**config.mk**
```make
export PLATFORM = sky130hd
export DESIGN_NAME = spac_front_end
export DESIGN_NICKNAME = d
export VERILOG_FILES = /design/src/spac_front_end.v
export VERILOG_INCLUDE_DIRS = /design/src /design/src/src
export SDC_FILE = /design/constraint.sdc
export NUM_CORES = 1
export LEC_CHECK = 0
export BUFFER_PORTS_ARGS = -buffer_cell sky130_fd_sc_hd__buf_2
export CORE_ASPECT_RATIO = 1.1
export CORE_MARGIN = 10
export CORE_UTILIZATION = 50
export CTS_BUF_LIST = sky130_fd_sc_hd__clkbuf_16
export CTS_CLUSTER_SIZE = 28
export DETAILED_ROUTE_END_ITERATION = 16
export HOLD_SLACK_MARGIN = 0.03
export PLACE_DENSITY = 0.7
export SKIP_CTS_REPAIR_TIMING = 1
export SLEW_MARGIN = 30
export SYNTH_ARGS = -nofsm -noshare
export SYNTH_HDL_FRONTEND = slang
export SYNTH_SLANG_ARGS = --single-unit
```
**constraint.sdc**
```tcl
create_clock -name ref_clk -period 2.8 [get_ports ref_clk]
set_input_delay 0.14 -clock ref_clk [delete_from_list [all_inputs] [get_ports ref_clk]]
set_output_delay 0.14 -clock ref_clk [all_outputs]
set_load 0.03 [all_outputs]
```
**src/spac_defs.vh**
```
// constants for the spi command and address pointer front end.
// assumes a 32-entry register map addressed by a five-bit pointer.
`ifndef SPAC_DEFS_VH
`define SPAC_DEFS_VH

// control byte layout
`define SPAC_CMD_BITS 4'h8
`define SPAC_CMD_DEV_HI 7
`define SPAC_CMD_DEV_LO 6
`define SPAC_CMD_REG_HI 5
`define SPAC_CMD_REG_LO 1
`define SPAC_CMD_RW 0
`define SPAC_RW_READ 1'b1
`define SPAC_DEV_DEFAULT 2'h1

// address map limits and lock
`define SPAC_ADC_ADDR 5'h00
`define SPAC_WR_FIRST 5'h08
`define SPAC_LOCK_FREE 5'h1F
`define SPAC_LOCK_KEY 8'hA5

// read loop codes
`define SPAC_RL_STATIC 2'h0
`define SPAC_RL_GROUPS 2'h1
`define SPAC_RL_TYPES 2'h2
`define SPAC_RL_FULL 2'h3

// data width codes and word lengths
`define SPAC_W_16 2'h0
`define SPAC_W_24 2'h1
`define SPAC_BITS_16 6'h10
`define SPAC_BITS_24 6'h18
`define SPAC_BITS_32 6'h20

// default set layouts: a set begins at every set bit
`define SPAC_FULL_STARTS 32'h0000_0001
`define SPAC_TYPE_STARTS 32'h0000_0101
`define SPAC_GROUP_STARTS 32'h0001_0101
`define SPAC_DEFINED_MASK 32'hFFFF_FFFF

`endif

```
**src/spac_front_end.v**
```verilog
// spi slave command front end: control byte decode, pointer, streaming.
// assumes sck, cs_n, sdi and sample_ready_n arrive asynchronously and are
// much slower than ref_clk; the register map sits outside on rd_/wr_ ports.
`timescale 1ns/10ps
`include "spac_defs.vh"

// Operation
// byte: device addr, register addr, rw lowest
// first eight bits are the control byte
// output tri-stated during control byte
// respond only when device address matches
// read first register, then continue incremented
// output changes on sck falling edge
// input sampled on sck rising edge
// output high impedance for whole write
// non-writable write: no change, pointer stays
// one control byte, loop until cs rises
// pointer advances within set, wraps at end
// increment skips undefined addresses
// read loop: static, groups, types, full
// write loop: static or types
// ignore input bits during continuous read
// idle-low: old msb, new msb at ready
// idle-high: last bit held after word
// lock key not 0xa5: only 0x1f writable
// host restarts after non-writable write
// words are 16, 24 or 32 bits
// cs rising edge aborts to idle
// rw one reads, zero writes
// address mismatch: ignore until cs rises
module spac_front_end #(
    parameter [1:0] DEV_ADDR = `SPAC_DEV_DEFAULT,
    parameter [31:0] DEFINED_MASK = `SPAC_DEFINED_MASK,
    parameter [31:0] GROUP_STARTS = `SPAC_GROUP_STARTS,
    parameter [31:0] TYPE_STARTS = `SPAC_TYPE_STARTS
) (
    input wire ref_clk,
    input wire rst_b,
    input wire ce,
    input wire cs_n,
    input wire sck,
    input wire sdi,
    output reg sdo,
    output reg sdo_oe,
    input wire sample_ready_n,
    input wire [1:0] read_loop,
    input wire write_loop,
    input wire [1:0] width_sel,
    input wire [7:0] lock_key,
    output reg [4:0] rd_addr,
    input wire [31:0] rd_data,
    output wire wr_valid,
    input wire wr_ready,
    output wire [4:0] wr_addr,
    output wire [31:0] wr_data,
    output reg wr_drop
);

localparam [4:0] ST_IDLE = 5'h01;
localparam [4:0] ST_CMD = 5'h02;
localparam [4:0] ST_READ = 5'h04;
localparam [4:0] ST_WRITE = 5'h08;
localparam [4:0] ST_IGNORE = 5'h10;

////////////////////////////////////////////////////////////////////////////
// functions

function [5:0] word_bits;
    input [1:0] sel;
    begin
        case (sel)
            `SPAC_W_16: word_bits = `SPAC_BITS_16;
            `SPAC_W_24: word_bits = `SPAC_BITS_24;
            default: word_bits = `SPAC_BITS_32;
        endcase
    end
endfunction

// next defined address inside the set holding cur, wrapping to set start
function [4:0] next_in_set;
    input [4:0] cur;
    input [31:0] starts;
    integer i;
    reg [5:0] s;
    reg [5:0] e;
    reg [4:0] c1;
    reg [4:0] c2;
    reg f1;
    begin
        s = 6'h00;
        e = 6'h1F;
        c1 = cur;
        c2 = cur;
        f1 = 1'b0;
        for (i = 0; i < 32; i = i + 1) begin
            if (starts[i] && i <= cur)
                s = i[5:0];
        end
        for (i = 31; i > 0; i = i - 1) begin
            if (starts[i] && i > cur)
                e = i[5:0] - 6'h01;
        end
        for (i = 31; i >= 0; i = i - 1) begin
            if (DEFINED_MASK[i] && i > cur && i <= e) begin
                c1 = i[4:0];
                f1 = 1'b1;
            end
            if (DEFINED_MASK[i] && i >= s && i <= cur)
                c2 = i[4:0];
        end
        next_in_set = f1 ? c1 : c2;
    end
endfunction

////////////////////////////////////////////////////////////////////////////
// input synchronisers and edge detection

reg [1:0] cs_sy_q;
reg [1:0] sck_sy_q;
reg [1:0] sdi_sy_q;
reg [1:0] rdy_sy_q;
reg cs_d1_q;
reg sck_d1_q;
reg rdy_d1_q;

always @(posedge ref_clk) begin
    if (!rst_b) begin
        cs_sy_q <= 2'h3;
        sck_sy_q <= 2'h0;
        sdi_sy_q <= 2'h0;
        rdy_sy_q <= 2'h3;
        cs_d1_q <= 1'b1;
        sck_d1_q <= 1'b0;
        rdy_d1_q <= 1'b1;
    end else if (ce) begin
        cs_sy_q <= {cs_sy_q[0], cs_n};
        sck_sy_q <= {sck_sy_q[0], sck};
        sdi_sy_q <= {sdi_sy_q[0], sdi};
        rdy_sy_q <= {rdy_sy_q[0], sample_ready_n};
        cs_d1_q <= cs_sy_q[1];
        sck_d1_q <= sck_sy_q[1];
        rdy_d1_q <= rdy_sy_q[1];
    end
end

wire cs_s = cs_sy_q[1];
wire sck_s = sck_sy_q[1];
wire sdi_s = sdi_sy_q[1];
wire cs_fall = cs_d1_q & ~cs_s;
wire sck_rise = ~sck_d1_q & sck_s;
wire sck_fall = sck_d1_q & ~sck_s;
wire rdy_fall = rdy_d1_q & ~rdy_sy_q[1];

////////////////////////////////////////////////////////////////////////////
// pointer and write-address helpers

wire [5:0] wbits = word_bits(width_sel);
wire [5:0] wlast = wbits - 6'h01;
wire [31:0] wmask = (wbits == `SPAC_BITS_32) ? 32'hFFFF_FFFF :
    ((32'h0000_0001 << wbits) - 32'h0000_0001);

reg [4:0] rd_next;
always @* begin
    case (read_loop)
        `SPAC_RL_STATIC: rd_next = rd_addr;
        `SPAC_RL_GROUPS: rd_next = next_in_set(rd_addr, GROUP_STARTS);
        `SPAC_RL_TYPES: rd_next = next_in_set(rd_addr, TYPE_STARTS);
        default: rd_next = next_in_set(rd_addr, `SPAC_FULL_STARTS);
    endcase
end

wire [4:0] wr_next = write_loop ? next_in_set(rd_addr, TYPE_STARTS) :
    rd_addr;
wire key_ok = (lock_key == `SPAC_LOCK_KEY);
wire addr_wr_ok = DEFINED_MASK[rd_addr] && (rd_addr >= `SPAC_WR_FIRST) &&
    (key_ok || rd_addr == `SPAC_LOCK_FREE);

////////////////////////////////////////////////////////////////////////////
// two-entry write buffer; the spi side cannot be stalled, so a word that
// finds both entries taken with no pop in that cycle is dropped and flagged on wr_drop

reg [36:0] ent0_q;
reg [36:0] ent1_q;
reg [1:0] fill_q;
reg push;
reg [36:0] push_word;

assign wr_valid = (fill_q != 2'h0);
assign wr_addr = ent0_q[36:32];
assign wr_data = ent0_q[31:0];
wire pop = wr_valid & wr_ready;
wire push_ok = push & ((fill_q != 2'h2) | pop);

always @(posedge ref_clk) begin
    if (!rst_b) begin
        ent0_q <= 37'h0_0000_0000;
        ent1_q <= 37'h0_0000_0000;
        fill_q <= 2'h0;
        wr_drop <= 1'b0;
    end else if (ce) begin
        wr_drop <= push & ~push_ok;
        case ({push_ok, pop})
            2'b10: begin
                if (fill_q == 2'h0)
                    ent0_q <= push_word;
                else
                    ent1_q <= push_word;
                fill_q <= fill_q + 2'h1;
            end
            2'b01: begin
                ent0_q <= ent1_q;
                fill_q <= fill_q - 2'h1;
            end
            2'b11: begin
                if (fill_q == 2'h1)
                    ent0_q <= push_word;
                else begin
                    ent0_q <= ent1_q;
                    ent1_q <= push_word;
                end
            end
            default: fill_q <= fill_q;
        endcase
    end
end

////////////////////////////////////////////////////////////////////////////
// serial state machine

reg [4:0] st_q;
reg [5:0] in_cnt_q;
reg [5:0] out_cnt_q;
reg [7:0] cmd_sh_q;
reg [31:0] wsh_q;
reg [31:0] osh_q;
reg first_q;
reg idle_low_q;
reg hold_q;
reg prev_msb_q;

wire [7:0] cmd_byte = {cmd_sh_q[6:0], sdi_s};
wire [31:0] wr_word = {wsh_q[30:0], sdi_s} & wmask;
wire [31:0] rd_align = (rd_data & wmask) << (`SPAC_BITS_32 - wbits);

always @* begin
    push = 1'b0;
    push_word = {rd_addr, wr_word};
    if (st_q == ST_WRITE && sck_rise && in_cnt_q == wlast && addr_wr_ok)
        push = 1'b1;
end

always @(posedge ref_clk) begin
    if (!rst_b) begin
        st_q <= ST_IDLE;
        in_cnt_q <= 6'h00;
        out_cnt_q <= 6'h00;
        cmd_sh_q <= 8'h00;
        wsh_q <= 32'h0000_0000;
        osh_q <= 32'h0000_0000;
        rd_addr <= 5'h00;
        sdo <= 1'b0;
        sdo_oe <= 1'b0;
        first_q <= 1'b1;
        idle_low_q <= 1'b1;
        hold_q <= 1'b0;
        prev_msb_q <= 1'b0;
    end else if (ce) begin
        if (cs_s) begin
            st_q <= ST_IDLE;
            sdo_oe <= 1'b0;
            hold_q <= 1'b0;
        end else begin
            case (st_q)
                ST_IDLE: begin
                    if (cs_fall) begin
                        st_q <= ST_CMD;
                        in_cnt_q <= 6'h00;
                        idle_low_q <= ~sck_s;
                    end
                end
                ST_CMD: begin
                    sdo_oe <= 1'b0;
                    if (sck_rise) begin
                        cmd_sh_q <= cmd_byte;
                        in_cnt_q <= in_cnt_q + 6'h01;
                        if (in_cnt_q == {2'h0, `SPAC_CMD_BITS} - 6'h01) begin
                            in_cnt_q <= 6'h00;
                            out_cnt_q <= 6'h00;
                            first_q <= 1'b1;
                            rd_addr <= cmd_byte[`SPAC_CMD_REG_HI:
                                `SPAC_CMD_REG_LO];
                            if (cmd_byte[`SPAC_CMD_DEV_HI:`SPAC_CMD_DEV_LO]
                                    != DEV_ADDR)
                                st_q <= ST_IGNORE;
                            else if (cmd_byte[`SPAC_CMD_RW] == `SPAC_RW_READ)
                                st_q <= ST_READ;
                            else
                                st_q <= ST_WRITE;
                        end
                    end
                end
                ST_READ: begin
                    // sdi is not looked at here at all
                    if (sck_rise) begin
                        in_cnt_q <= in_cnt_q + 6'h01;
                        if (in_cnt_q == wlast) begin
                            in_cnt_q <= 6'h00;
                            rd_addr <= rd_next;
                        end
                    end
                    if (sck_fall) begin
                        sdo_oe <= 1'b1;
                        if (hold_q) begin
                            hold_q <= 1'b0;
                            sdo <= rd_align[31];
                            osh_q <= rd_align << 1;
                            prev_msb_q <= rd_align[31];
                        end else if (out_cnt_q == 6'h00) begin
                            out_cnt_q <= wlast;
                            first_q <= 1'b0;
                            if (!first_q && idle_low_q &&
                                    rd_addr == `SPAC_ADC_ADDR) begin
                                sdo <= prev_msb_q;
                                hold_q <= 1'b1;
                            end else begin
                                sdo <= rd_align[31];
                                osh_q <= rd_align << 1;
                                prev_msb_q <= rd_align[31];
                            end
                        end else begin
                            sdo <= osh_q[31];
                            osh_q <= osh_q << 1;
                            out_cnt_q <= out_cnt_q - 6'h01;
                        end
                    end else if (hold_q && rdy_fall) begin
                        hold_q <= 1'b0;
                        sdo <= rd_align[31];
                        osh_q <= rd_align << 1;
                        prev_msb_q <= rd_align[31];
                    end
                    // with sck idle high no edge follows the lsb, so the
                    // last shifted bit simply stays on the pin
                end
                ST_WRITE: begin
                    sdo_oe <= 1'b0;
                    if (sck_rise) begin
                        wsh_q <= {wsh_q[30:0], sdi_s};
                        in_cnt_q <= in_cnt_q + 6'h01;
                        if (in_cnt_q == wlast) begin
                            in_cnt_q <= 6'h00;
                            if (addr_wr_ok)
                                rd_addr <= wr_next;
                        end
                    end
                end
                ST_IGNORE: begin
                    sdo_oe <= 1'b0;
                end
                default: st_q <= ST_IDLE;
            endcase
        end
    end
end

endmodule // spac_front_end

```
==> run summary <==
* vias in the first global route: 7807
* Leak Pwr: 0.003555 uW
* start-to-end type of the worst setup path: reg -> reg
* Initial Util: 0.5148
* Mapped Cells: 1122
* buffers from clock root to sink, at most: 2
* most area-hungry cell type in the Yosys netlist: sky130_fd_sc_hd__dfxtp_1
* Crit. End Element: register
* Max Fclk: 424.8 MHz
* later-pin clock latency in the skew report: 0.44 ns
* Reg-to-Reg Start: st_q[2]
* endpoint arrival time on the critical path: 2.68 ns
* Post-Place Setup Slack: 0.4389 ns
* Post-Synthesis Mean Instance Area: 8.197 um^2
* number of different library cells in the post-synthesis netlist: 73
* Async SR Flop Fraction: 0
* I/O pin count: 99
* logic gate share of total power: 0.049
* transition time of the tightest slew-check pin: 0.8115 ns
* hpwl dp: 15810 um
* highest-count cells in the layout ignoring fill and taps: 216 x sky130_fd_sc_hd__nand2_1, 185 x sky130_fd_sc_hd__dfxtp_1, 98 x sky130_fd_sc_hd__a21oi_1, 98 x sky130_fd_sc_hd__buf_2, 76 x sky130_fd_sc_hd__nand3_1
* worst slew slack as a fraction of its limit: 0.4579
* final number of setup-violating endpoints: 0
* final slew viol count: 0
* Sum Neg Setup Slack: 0 ns
* top cells by area in the synthesized netlist: sky130_fd_sc_hd__dfxtp_1 40%, sky130_fd_sc_hd__nand2_1 8.8%, sky130_fd_sc_hd__a21oi_1 5.4%, sky130_fd_sc_hd__a311oi_2 4.9%, sky130_fd_sc_hd__nand3_1 4.1%
* type of element launching the critical path: register
* DRT antenna net count: 0
* total standard cell area after synthesis: 9198 um^2
* sequential share of power: 0.520
* per-cell via count in the routed design: 5.912
* count of synthesis-stage warnings from yosys: 0
* Mapped Nets: 1183
* number of clock sinks seen by CTS: 185
* fill cell total of the finished layout: 1669
* end of the worst hold path: osh_q[1]
* Util after Layout: 0.5806
* hold path start: rd_data[0]
* number of DRC violations after detailed-routing iteration 0: 646
* Crit path required time: 3.13 ns
* die width: 149.3 um
* pwr/cell area: 491.1 nW/um^2
* area grow syn2layout: 12.79%
* critical path, cell by cell: nor2b_1 > o2111ai_1 > a31oi_4 > buf_12 > nor2_1 > a311oi_1
* post-synthesis sequential element count: 185
* Min Clock Period, post-route: 2.354 ns
* pin count of the biggest net entering global routing: 87
* Diodes inserted: 0
* cell with the largest stage delay on the worst path: sky130_fd_sc_hd__dfxtp_1
* initial antenna violation count: 0
* Core Rows: 51
* wire length of the first global-routing pass: 39720 um
* Internal Pwr Total: 3867 uW
* biggest cell delay along the critical path: 0.61 ns
* unrepaired setup endpoints after global routing: no
* Vias: 8377
* DR WL/cell: 17.26 um
* count of endpoints failing hold in the final timing report: 0
* Clock Skew: 0.008846 ns
* CTS HTree Levels: 4
* number of synthesized flops with an enable pin: 0
* run status: finished, final reports clean
* IO buf count: 98
* total core area: 17870 um^2
* worst min-delay path class: in -> reg
* most common cell after layout, fill and taps aside: sky130_fd_sc_hd__nand2_1
* timing startpoint of the critical path: st_q[2]
* worst reg2reg path depth: 6
* crit path setup slack, layout: 0.4460 ns
* slack of the worst reg-to-reg path: 0.45 ns
* drt first pass iters: 6
* combined global-route utilization of all metal layers: 0.1975
* Die Outline Area: 24230 um^2
* switching power as a share of total power: 0.2410
* sum of routed wire length over all layers: 24460 um
* Clock Power Share: 0.430
* Top delay family on crit path: compound AO/OA/AOI/OAI gates
* number of clock buffers inserted by TritonCTS: 17
* worst voltage drop across the vdd grid: 0.0004133 V
* number of nets in the finished design: 1227
* Seq/Total Area, Yosys: 0.4027
* total buffers and inverters traversed by the critical path: 1
* final critical-path share of the clock period: 0.8407
* Cells on Worst Hold Path: 3
* Critical R2R Capture: osh_q[4]
* critical path fanouts, max: 53
* Clock Tree Root: sky130_fd_sc_hd__clkbuf_16
* Main synth FF type: sky130_fd_sc_hd__dfxtp_1
* final global-route overflow total: 0
* number of DRC violations after detailed routing: 0
* global placer's final weighted congestion: 0.8778
* net switching component of the power: 1228 uW
* CTS tree: yes
* top-area cell type share of the netlist area: 0.4027
* post-CTS clock slew at the launch and capture registers of the worst setup and hold paths: 0.07 ns
* fraction of layout cells with a size suffix above 1: 0.1764
* max-cap viol count: 0
* y dimension of the die: 162.3 um
* FF+latch area: 3704 um^2
* area used by multi-input combinational logic: 5010 um^2
## flip-flops by register name, summed over array words and instances, names as in the netlist, 2 cells and up
signal     flops
ent0_q        37
ent1_q        37
osh_q         31
wsh_q         31
cmd_sh_q       7
in_cnt_q       6
out_cnt_q      6
rd_addr        5
st_q           5
cs_sy_q        2
fill_q         2
rdy_sy_q       2
sck_sy_q       2
sdi_sy_q       2
## worst register-to-register path: stages, from the launching register on
cell and delay [ns]:
sky130_fd_sc_hd__dfxtp_1 0.61, sky130_fd_sc_hd__nor2b_1 0.34, sky130_fd_sc_hd__o2111ai_1 0.40, sky130_fd_sc_hd__a31oi_4 0.31
sky130_fd_sc_hd__buf_12 0.26, sky130_fd_sc_hd__nor2_1 0.07, sky130_fd_sc_hd__a311oi_1 0.26
## power groups by stage
stage	logic (uW)	clock network [uW]	registers [uW]
6_report	252	2190	2650
5_1_grt	276	2320	2650
4_1_cts	247	2220	2650
3_5_place_dp	246	0	2710
3_3_place_gp	245	0	2710
2_1_floorplan	163	0	2700
## kinds of logic after synthesis
group / synth area share
XOR/XNOR: 0.008571
buffers and inverters: 0.05659
flip-flops: 0.4027
AO/OA/AOI/OAI: 0.2473
adder cells (fa/ha/maj): 0.01088
AND/OR/NAND/NOR: 0.2348
multiplexers: 0.03918
## area by class of cell
type / instances / area share
Clock inverter: 15 / 0.009649
Multi-Input combinational cell: 819 / 0.4829
Sequential cell: 185 / 0.3570
Tap cell: 238 / 0.02871
Clock buffer: 17 / 0.04101
Timing Repair Buffer: 128 / 0.07478
Inverter: 15 / 0.005910
## per-stage QoR
stage | std cells | hold WS (ns) | cell area (um^2) | power, uW
after floorplan | 1122 | 0.2684 | 9198 | 2867
after global placement | 1381 | 0.3603 | 9808 | 2955
after detailed placement | 1381 | 0.3590 | 9808 | 2956
after CTS | 1413 | -0.09077 | 10330 | 5120
after global routing | 1417 | 0.04276 | 10370 | 5250
final | 1417 | 0.03059 | 10370 | 5094
## per-layer routing
layer  global-route usage  up-vias  wire length, um
met5                    0        -                0
met4              0.06652        0              420
met3              0.03974       31             1435
met2               0.3165      244            11570
met1               0.2587     3931            11040
li1                     -     4171                -
## how the worst max path moves through the flow
stage,endpoint,slack [ns],cells after the start
final,osh_q[4],0.45,6
after global routing,osh_q[24],0.22,6
after CTS,osh_q[4],0.43,6
after detailed placement,osh_q[4],0.44,6
after global placement,ent1_q[31],0.55,8
after floorplan,ent0_q[16],0.47,8
## cells in the mapped netlist, types with 4 or more instances
cell,number
sky130_fd_sc_hd__nand2b_1,5
sky130_fd_sc_hd__o211ai_1,24
sky130_fd_sc_hd__nor3_1,47
sky130_fd_sc_hd__a311oi_1,33
sky130_fd_sc_hd__a21o_1,4
sky130_fd_sc_hd__xnor2_1,6
sky130_fd_sc_hd__nand4b_1,4
sky130_fd_sc_hd__nand2_1,216
sky130_fd_sc_hd__nand4_1,8
sky130_fd_sc_hd__o2111ai_1,6
sky130_fd_sc_hd__a221o_1,8
sky130_fd_sc_hd__buf_2,32
sky130_fd_sc_hd__a211oi_1,5
sky130_fd_sc_hd__nand3_1,76
sky130_fd_sc_hd__clkbuf_1,58
sky130_fd_sc_hd__ha_1,8
sky130_fd_sc_hd__o21ai_0,33
sky130_fd_sc_hd__and3_1,6
sky130_fd_sc_hd__nor2_1,52
sky130_fd_sc_hd__or3_1,4
sky130_fd_sc_hd__inv_1,15
sky130_fd_sc_hd__o21ai_1,23
sky130_fd_sc_hd__dfxtp_1,185
sky130_fd_sc_hd__nor2b_1,15
sky130_fd_sc_hd__a311oi_2,30
sky130_fd_sc_hd__buf_6,4
sky130_fd_sc_hd__mux2i_1,36
sky130_fd_sc_hd__or2_2,5
sky130_fd_sc_hd__buf_1,7
sky130_fd_sc_hd__a21oi_1,99
Note: power is estimated with default switching activity, not from simulation.
